$ cat src/ddrac_pkg.sv
// Constants, types and command codes for the DDR3 address and control input block
// Notes on behaviour
// - Eight banks by three bank bits; rows 14 bits (x8) or 13 (x16); columns 10.
// - Page bytes are two to the column bits times width over eight.
// - Activate loads the addressed row of the selected bank into its sense amplifiers.
// - Every address and control input is sampled on the rising clock edge.
// - Clock enable high keeps clocks, input buffers and drivers on; low turns them off. Here power-down leaves the command buffers on.
// - Clock enable low: idle banks give precharge power-down or self-refresh, else active.
// - A rise of clock enable ends self-refresh without a clock edge. Here exit waits on a clocked two-flop synchronizer.
// - In self-refresh only clock, termination, clock enable and reset buffers stay on.
// - A command is ignored when the active-low rank select is sampled high.
// - Read or write with the close-after-access bit high precharges that bank afterwards.
// - Precharge closes the selected bank, or all banks when that bit is high.
// - Read or write chops the burst when the chop request is sampled low.
package ddrac_pkg;

    localparam int NUM_BANKS     = 8;
    localparam int BA_W          = 3;
    localparam int ADDR_W        = 14;
    localparam int COL_W         = 10;
    localparam int ORG_X8        = 8;
    localparam int ROW_W_X8      = 14;
    localparam int ROW_W_X16     = 13;
    localparam int AUTO_PRE_BIT  = 10;
    localparam int CHOP_BIT      = 12;
    localparam int PAGE_W        = 12;

    localparam logic [2:0] CMD_ACT = 3'h3;
    localparam logic [2:0] CMD_RD  = 3'h5;
    localparam logic [2:0] CMD_WR  = 3'h4;
    localparam logic [2:0] CMD_PRE = 3'h2;
    localparam logic [2:0] CMD_REF = 3'h1;

    typedef struct packed {
        logic              cke;
        logic              cs_n;
        logic              ras_n;
        logic              cas_n;
        logic              we_n;
        logic [BA_W-1:0]   ba;
        logic [ADDR_W-1:0] addr;
        logic              termination_on;
    } ddrac_pins_s;

    typedef struct packed {
        logic              valid;
        logic [BA_W-1:0]   bank;
        logic [ADDR_W-1:0] row;
    } ddrac_act_s;

    typedef struct packed {
        logic             valid;
        logic             write;
        logic [BA_W-1:0]  bank;
        logic [COL_W-1:0] col;
        logic             close_after_access;
        logic             chop;
    } ddrac_acc_s;

    typedef enum logic [1:0] {
        DDRAC_ACTIVE = 2'h0,
        DDRAC_APD    = 2'h1,
        DDRAC_PPD    = 2'h3,
        DDRAC_SREF   = 2'h2
    } ddrac_pwr_e;

    // Deselect with clock enable high, else reset looks like power-down entry
    localparam ddrac_pins_s PINS_IDLE = 23'h7C0000;
    localparam ddrac_act_s  ACT_RST   = '0;
    localparam ddrac_acc_s  ACC_RST   = '0;
    localparam ddrac_pwr_e  PWR_RST   = DDRAC_ACTIVE;
    localparam logic        BANK_RST  = 1'b0;

endpackage

$ cat src/ddrac_bank.sv
// One bank's open-row tracker
`timescale 1ns/100ps
module ddrac_bank #(
    parameter int ROW_W = 14
) (
    input  wire logic              i_clk,
    input  wire logic              i_rst,
    input  wire logic              i_ce,
    input  wire logic              i_open,
    input  wire logic              i_close,
    input  wire logic [ROW_W-1:0]  i_row,
    output logic                   o_open,
    output logic [ROW_W-1:0]       o_row
);
    import ddrac_pkg::*;

    logic             open_q;
    logic             open_d;
    logic [ROW_W-1:0] row_q;
    logic [ROW_W-1:0] row_d;

    always_comb begin
        open_d = open_q;
        row_d  = row_q;
        if (i_open) begin
            open_d = 1'b1;
            row_d  = i_row;
        end else if (i_close) begin
            open_d = 1'b0;
        end
    end

    always_ff @(posedge i_clk) begin
        if (i_rst) begin
            open_q <= BANK_RST;
            row_q  <= '0;
        end else if (i_ce) begin
            open_q <= open_d;
            row_q  <= row_d;
        end
    end

    assign o_open = open_q;
    assign o_row  = row_q;
endmodule // ddrac_bank

$ cat src/ddrac_top.sv
// Address decode, command masking and clock-enable power states
`timescale 1ns/100ps
module ddrac_top #(
    parameter int ORG = 8
) (
    input  wire logic                        i_clk,
    input  wire logic                        i_rst,
    input  wire logic                        i_ce,
    input  wire ddrac_pkg::ddrac_pins_s      i_pins,
    output ddrac_pkg::ddrac_act_s            o_act,
    output ddrac_pkg::ddrac_acc_s            o_access,
    output logic [ddrac_pkg::NUM_BANKS-1:0]  o_bank_open,
    output ddrac_pkg::ddrac_pwr_e            o_pwr,
    output logic                             o_clocks_on,
    output logic                             o_cmd_buf_on,
    output logic                             o_term_on,
    output logic [ddrac_pkg::PAGE_W-1:0]     o_page_bytes
);
    import ddrac_pkg::*;

    localparam int ROW_W = (ORG == ORG_X8) ? ROW_W_X8 : ROW_W_X16;
    localparam int PAGE_BYTES = (1 << COL_W) * ORG / 8;
    localparam logic [ADDR_W-1:0] ROW_MASK = ADDR_W'((1 << ROW_W) - 1);

    ddrac_pins_s           pins_q;
    logic                  cke_s1_q;
    logic                  cke_s2_q;
    ddrac_pwr_e            pwr_q;
    ddrac_pwr_e            pwr_d;
    ddrac_act_s            act_q;
    ddrac_act_s            act_d;
    ddrac_acc_s            acc_q;
    ddrac_acc_s            acc_d;
    logic [NUM_BANKS-1:0]  ap_pend_q;
    logic [NUM_BANKS-1:0]  ap_pend_d;
    logic                  clk_on_q;
    logic                  buf_on_q;
    logic                  term_q;
    logic [PAGE_W-1:0]     page_q;

    logic                  cmd_ok;
    logic [2:0]            cmd;
    logic                  is_act;
    logic                  is_rw;
    logic                  is_pre;
    logic                  sref_req;
    logic [NUM_BANKS-1:0]  sel;
    logic [NUM_BANKS-1:0]  open_v;
    logic [NUM_BANKS-1:0]  close_v;
    logic [NUM_BANKS-1:0]  bank_open;
    logic [ADDR_W-1:0]     row_m;
    logic                  chop_in;

    // Activate, access and precharge only while awake, clock enable high and rank selected; self-refresh needs rank select only
    always_comb begin
        cmd      = {pins_q.ras_n, pins_q.cas_n, pins_q.we_n};
        cmd_ok   = (pwr_q == DDRAC_ACTIVE) && pins_q.cke && !pins_q.cs_n;
        is_act   = cmd_ok && (cmd == CMD_ACT);
        is_rw    = cmd_ok && ((cmd == CMD_RD) || (cmd == CMD_WR));
        is_pre   = cmd_ok && (cmd == CMD_PRE);
        sref_req = !pins_q.cs_n && (cmd == CMD_REF);
        sel      = NUM_BANKS'(1'b1) << pins_q.ba;
        row_m    = pins_q.addr & ROW_MASK;
        chop_in  = !pins_q.addr[CHOP_BIT];
        open_v   = is_act ? sel : '0;
        close_v  = ap_pend_q;
        if (is_pre) begin
            close_v = close_v | (pins_q.addr[AUTO_PRE_BIT] ? '1 : sel);
        end
    end

    // Access and activate strobes; auto-precharge lands one cycle later
    always_comb begin
        act_d      = ACT_RST;
        acc_d      = ACC_RST;
        ap_pend_d  = '0;
        act_d.valid = is_act;
        act_d.bank  = pins_q.ba;
        act_d.row   = row_m;
        if (is_rw) begin
            acc_d.valid              = 1'b1;
            acc_d.write              = (cmd == CMD_WR);
            acc_d.bank               = pins_q.ba;
            acc_d.col                = pins_q.addr[COL_W-1:0];
            acc_d.close_after_access = pins_q.addr[AUTO_PRE_BIT];
            acc_d.chop               = chop_in;
            if (pins_q.addr[AUTO_PRE_BIT]) begin
                ap_pend_d = sel;
            end
        end
    end

    // Power states; the controller never drops clock enable mid-access
    always_comb begin
        pwr_d = pwr_q;
        case (pwr_q)
            DDRAC_ACTIVE: begin
                if (!pins_q.cke) begin
                    if (|bank_open) begin
                        pwr_d = DDRAC_APD;
                    end else if (sref_req) begin
                        pwr_d = DDRAC_SREF;
                    end else begin
                        pwr_d = DDRAC_PPD;
                    end
                end
            end
            DDRAC_APD, DDRAC_PPD: begin
                if (pins_q.cke) begin
                    pwr_d = DDRAC_ACTIVE;
                end
            end
            DDRAC_SREF: begin
                // Exit rides the clocked two-flop clock enable synchronizer, not the sampled pins
                if (cke_s2_q) begin
                    pwr_d = DDRAC_ACTIVE;
                end
            end
            default: pwr_d = PWR_RST;
        endcase
    end

    always_ff @(posedge i_clk) begin
        if (i_rst) begin
            pins_q    <= PINS_IDLE;
            cke_s1_q  <= 1'b0;
            cke_s2_q  <= 1'b0;
            pwr_q     <= PWR_RST;
            act_q     <= ACT_RST;
            acc_q     <= ACC_RST;
            ap_pend_q <= '0;
            clk_on_q  <= 1'b1;
            buf_on_q  <= 1'b1;
            term_q    <= 1'b0;
            page_q    <= '0;
        end else if (i_ce) begin
            pins_q    <= i_pins;
            cke_s1_q  <= i_pins.cke;
            cke_s2_q  <= cke_s1_q;
            pwr_q     <= pwr_d;
            act_q     <= act_d;
            acc_q     <= acc_d;
            ap_pend_q <= ap_pend_d;
            clk_on_q  <= (pwr_d == DDRAC_ACTIVE);
            buf_on_q  <= (pwr_d != DDRAC_SREF);
            term_q    <= pins_q.termination_on;
            page_q    <= PAGE_W'(PAGE_BYTES);
        end
    end

    // Per-bank row trackers
    genvar gi;
    generate
        for (gi = 0; gi < NUM_BANKS; gi++) begin : g_bank
            ddrac_bank #(
                .ROW_W (ROW_W)
            ) u_bank (
                .i_clk   (i_clk),
                .i_rst   (i_rst),
                .i_ce    (i_ce),
                .i_open  (open_v[gi]),
                .i_close (close_v[gi]),
                .i_row   (row_m[ROW_W-1:0]),
                .o_open  (bank_open[gi]),
                .o_row   ()
            );
        end
    endgenerate

    assign o_act        = act_q;
    assign o_access     = acc_q;
    assign o_bank_open  = bank_open;
    assign o_pwr        = pwr_q;
    assign o_clocks_on  = clk_on_q;
    assign o_cmd_buf_on = buf_on_q;
    assign o_term_on    = term_q;
    assign o_page_bytes = page_q;
endmodule // ddrac_top

$ cat config.mk
export PLATFORM = sky130hd
export DESIGN_NAME = ddrac_top
export DESIGN_NICKNAME = d
export VERILOG_FILES = /design/src/ddrac_pkg.sv /design/src/ddrac_bank.sv /design/src/ddrac_top.sv
export SDC_FILE = /design/constraint.sdc
export NUM_CORES = 1
export LEC_CHECK = 0
export ABC_CLOCK_PERIOD_IN_PS = 3030
export BUFFER_PORTS_ARGS = -buffer_cell sky130_fd_sc_hd__buf_2
export CAP_MARGIN = 20
export CORE_MARGIN = 5
export CORE_UTILIZATION = 60
export DETAILED_ROUTE_END_ITERATION = 6
export HOLD_SLACK_MARGIN = 0.15
export PLACE_DENSITY = 0.81
export SYNTH_ARGS = -nofsm -noshare
export SYNTH_HDL_FRONTEND = slang
export SYNTH_HIERARCHICAL = 1
export SYNTH_SLANG_ARGS = --single-unit
export TNS_END_PERCENT = 30
$ cat constraint.sdc
create_clock -name i_clk -period 3.03 [get_ports i_clk]
set_input_delay 0.1515 -clock i_clk [delete_from_list [all_inputs] [get_ports i_clk]]
set_output_delay 0.1515 -clock i_clk [all_outputs]
set_load 0.02 [all_outputs]
# Word level (Yosys, flattened, before mapping)

Index checks and enable logic that the tools add are counted.

Register bits: 82
Logic and storage cells: 101

Eq/ne operators: 9
Shift-type cells: 1
Mux-type cells: 28
Bitwise operators: 1
Reductions and logical operators: 29

Operators with widths:

| operator                                             | number |
|---|---|
| two-way mux 8 bit                                    | 5 |
| two-way mux 1 bit                                    | 17 |
| two-way mux 17 bit                                   | 1 |
| AND reduction 2 bit                                  | 8 |
| nonzero test 2 bit                                   | 8 |
| two-way mux 2 bit                                    | 4 |
| OR 8 bit                                             | 1 |
| OR reduction 8 bit                                   | 1 |
| << shifter 1 x 3 -> 8 bit (first input constant)     | 1 |
| equality test 3 x 2 -> 1 bit (second input constant) | 2 |
| equality test 3 bit (second input constant)          | 2 |
| logical AND 1 bit                                    | 6 |
| one-hot mux 2 bit (3 select lines)                   | 1 |
| equality test 2 bit (second input constant)          | 2 |
| zero test 2 bit                                      | 2 |
| equality test 3 x 1 -> 1 bit (second input constant) | 1 |
| equality test 2 x 1 -> 1 bit (second input constant) | 1 |
| zero test 1 bit                                      | 2 |
| != test 2 bit (second input constant)                | 1 |
| OR reduction 2 bit                                   | 1 |
| logical OR 1 bit                                     | 1 |

# Logic depth before layout (Yosys ltp)

Depth in word-level cells: 7
Gate-level depth with buffers: 7
Gate-level depth less buffers: 6

# Hierarchy

Netlist, hierarchy kept.

Modules (own cells, without submodules):

| module     | times used | cells an instance | area each (um^2) | seq. area each (um^2) |
|---|---|---|---|---|
| ddrac_bank | 8          | 68                | 701.9            | 300.3 |
| ddrac_top  | 1          | 315               | 2937.8           | 1481.4 |

# Worst setup path after synthesis

No wires, ideal clock.

Path kind: reg2reg
Start point: register pwr_q[1], in the netlist o_pwr[1]
End point: register, netlist name g_bank[3].u_bank/o_row[0]
Data arrival time: 2.274 ns
Setup slack: 0.690 ns
Cell stages (with the launch flop): 9
Path buffers: 3
Period minus slack after synthesis: 2.340 ns
Path through: dfxtp_1 -> or4b_4 -> or4b_1 -> buf_2 -> nor3_1 -> buf_4 -> buf_6 -> nand3_1 -> a21oi_2

RTL lines:

| element                  | RTL line         | text |
|---|---|---|
| start: declaration       | ddrac_top.sv:28  | `ddrac_pwr_e pwr_q;` |
| start signal: assignment | ddrac_top.sv:140 | `pwr_q <= pwr_d;` |

# Worst setup path after layout

Start point: register pins_q[22] in the netlist's numbering
End point: register g_bank[3].u_bank.open_q

Longest elaborated chain between the ends: 6
Elaborated cells on any way between the ends: 9
Those cells by class: mux: 3; reduce/logical: 6

Ends and longest elaborated chain:

| element                        | RTL line         | text |
|---|---|---|
| start: declaration             | ddrac_top.sv:25  | `ddrac_pins_s pins_q;` |
| start signal: assignment       | ddrac_top.sv:137 | `pins_q <= i_pins;` |
| logical AND 1 bit (2 in a row) | ddrac_top.sv:57  | `cmd_ok = (pwr_q == DDRAC_ACTIVE) && pins_q.cke && !pins_q.cs_n;` |
| logical AND 1 bit              | ddrac_top.sv:60  | `is_pre = cmd_ok && (cmd == CMD_PRE);` |
| two-way mux 8 bit              | ddrac_top.sv:67  | `if (is_pre) begin` |
| net close_v[3]                 | ddrac_top.sv:49  | `logic [NUM_BANKS-1:0] close_v;` |
| nonzero test 2 bit (no line)   | n/a              |  |
| AND reduction 2 bit (no line)  | n/a              |  |
| end signal: assignment         | ddrac_bank.sv:38 | `open_q <= open_d;` |
| end: declaration               | ddrac_bank.sv:17 | `logic open_q;` |

The timed path passes the listed nets, and every way through them passes these cells.
A chain may end at the register's enable or synchronous reset.

==> impl_metrics.py <==
metrics = {
    "final_layout": {
        "multi_input_area_um2": 1470,
        "n_antenna_cell": 0,
        "final_net_count": 465,
        "area_delta_synth_final_pct": 19.6,
        "ff_latch_area_um2": 1640,
        "fill_cells": 410,
        "drive_gt1_frac": 0.209,
    },
    "clock_network": {
        "clock-root-buffer": "clkbuf_8",
        "cts_buffer_depth": 2,
        "cts_sinks": 82,
        "cts_buffers": 9,
        "worstSkewPairLatency_ps": 340,
        "cts_tree": "built",
        "path_clk_slew_ps": 80,
        "ctsResizeCount": 0,
        "htree_levels": 3,
    },
    "logic_synthesis": {
        "mappedNetlistArea_um2": 3380,
        "syn_inst": 371,
        "yosysWarnings": 6,
        "postSynthAreaPerCell_um2": 9.11,
    },
    "floorplanning": {
        "fp.dieArea_um2": 7230,
        "core_um2": 5470,
        "die_w_um": 85.0,
        "rows": 27,
        "start_util": 0.617,
        "chipHeight_um": 85.0,
        "io_pins": 86,
    },
    "drt": {
        "vias_per_cell": 5.34,
        "wire_per_inst_um": 14.5,
        "vias": 2753,
        "finalWirelength_um": 7460,
        "postRouteAntennaNets": 0,
        "dr.pass1.iters": 5,
        "first_iter_violations": 179,
        "drcViolationCount": 0,
    },
    "place": {
        "gp_congestion": 0.802,
        "io_buffers": 74,
        "dp_hpwl_um": 4610,
    },
    "critical_path": {
        "cp.required_ps": 3230,
        "r2r_start": "pins_q[22]",
        "cp.arrival_ps": 2410,
        "worstSetupPathType": "reg -> reg",
        "worst-path-max-fanout": 8,
        "start_kind": "flop",
        "cp-startpoint": "pins_q[22]",
        "end_kind": "flop",
    },
    "grt": {
        "grt_pass1_vias": 2690,
        "grt_overflow": 0,
        "grt_max_degree": 45,
        "grt.total_usage": 0.211,
        "grt_pass1_wl_um": 12400,
        "antenna_found_initial": 0,
    },
    "sta": {
        "setup_viol": 0,
        "rsz0062_at_grt": "no",
        "period_minus_slack_ps": 2210,
        "timing.fmax_ghz": 0.453,
        "final.period_utilization": 0.728,
        "report.final.slew_viol_count": 0,
        "slew_headroom": 0.352,
        "whs_ps": 350,
        "fin_tns_setup_ps": 0,
        "hold_viol": 0,
        "tightest_slew_ps": 971,
        "clock_skew_ps": 8.43,
    },
    "power_and_ir_drop": {
        "power_leakage_nw": 1.82,
        "peakVddDrop_v": 0.000459,
        "power.density_nw_per_um2": 528,
    },
    "worst_hold_path": {
        "hp-start": "i_rst",
        "min_path_type": "in -> reg",
    },
    "run": {
        "cap_violations": 0,
    },
    "run_status": {
        "status": "complete, no violations",
    },
}
[final timing paths]
| check | slack [ps] | endpoint | cells past startpoint |
|---|---|---|---|
| worst max-delay path | 820 | g_bank[3].u_bank/o_open | 5 |
| worst max register to register | 820 | g_bank[3].u_bank/o_open | 5 |
| worst min register to register | 470 | o_access[1] | 2 |
| worst min-delay path | 350 | ap_pend_q[2] | 2 |
[registers in the layout, summed over array words and instances (netlist names), 2 cells and up]
signal and flops:
g_bank.u_bank/o_open 8, ap_pend_q 8, act_d 3, o_access 17, pins_q 3, row_m 14, o_pwr 2, o_act 18
cmd 3
[placed cells by master (no fill, tap or decap), drive strengths merged, types with 9 or more instances in the layout]
cell         count
nor2            78
buf             77
nand2           28
dfxtp           82
nor2b           14
clkbuf          12
dlygate4sd3     23
conb            11
a22oi           15
mux2i           42
a32oi            9
[report_power, final]
group	internal, mW	switching, mW	total [mW]
sequential	1.11	0.0333	1.14
clock	0.404	0.381	0.785
combinational	0.0858	0.117	0.203
[through the flow]
stage	cell area [um2]	power, mW	cells	worst slack [ps]	utilization
floorplan	3420	1.31	381	979	-
global route	4040	2.22	516	746	0.738
finish	4040	2.13	516	824	0.738
detailed placement	3610	1.35	477	914	0.660
CTS	4040	2.14	516	844	0.738
global placement	3610	1.34	477	960	0.660
[final cells by class]
| cell class | instances | area share |
|---|---|---|
| Sequential cell | 82 | 0.406 |
| Multi-Input combinational cell | 241 | 0.364 |
| Timing Repair Buffer | 100 | 0.154 |
| Clock buffer | 12 | 0.0359 |
| Tap cell | 72 | 0.0223 |
| Clock inverter | 4 | 0.0127 |
| Inverter | 5 | 0.00465 |
[layer usage]
layer  global-route usage  routed length (um)  up-vias
li1                     -                   -     1355
met2                0.343                3550       92
met3               0.0583                 572       16
met4               0.0892                 149        0
met1                0.263                3190     1290
met5                    0                   0        -
[critical path: stages (launching register included)]
cell	delay, ps
dfxtp_1	430
or4b_4	510
or4b_1	670
o21bai_1	220
nand2_1	80
o2bb2ai_1	160
[timing repair]
| item | CTS | global route |
|---|---|---|
| hold buffers | 23 | 0 |
| endpoints found under the hold margin | 24 | 0 |
| setup buffers | 0 | 0 |
(Power assumes the default switching activity.)
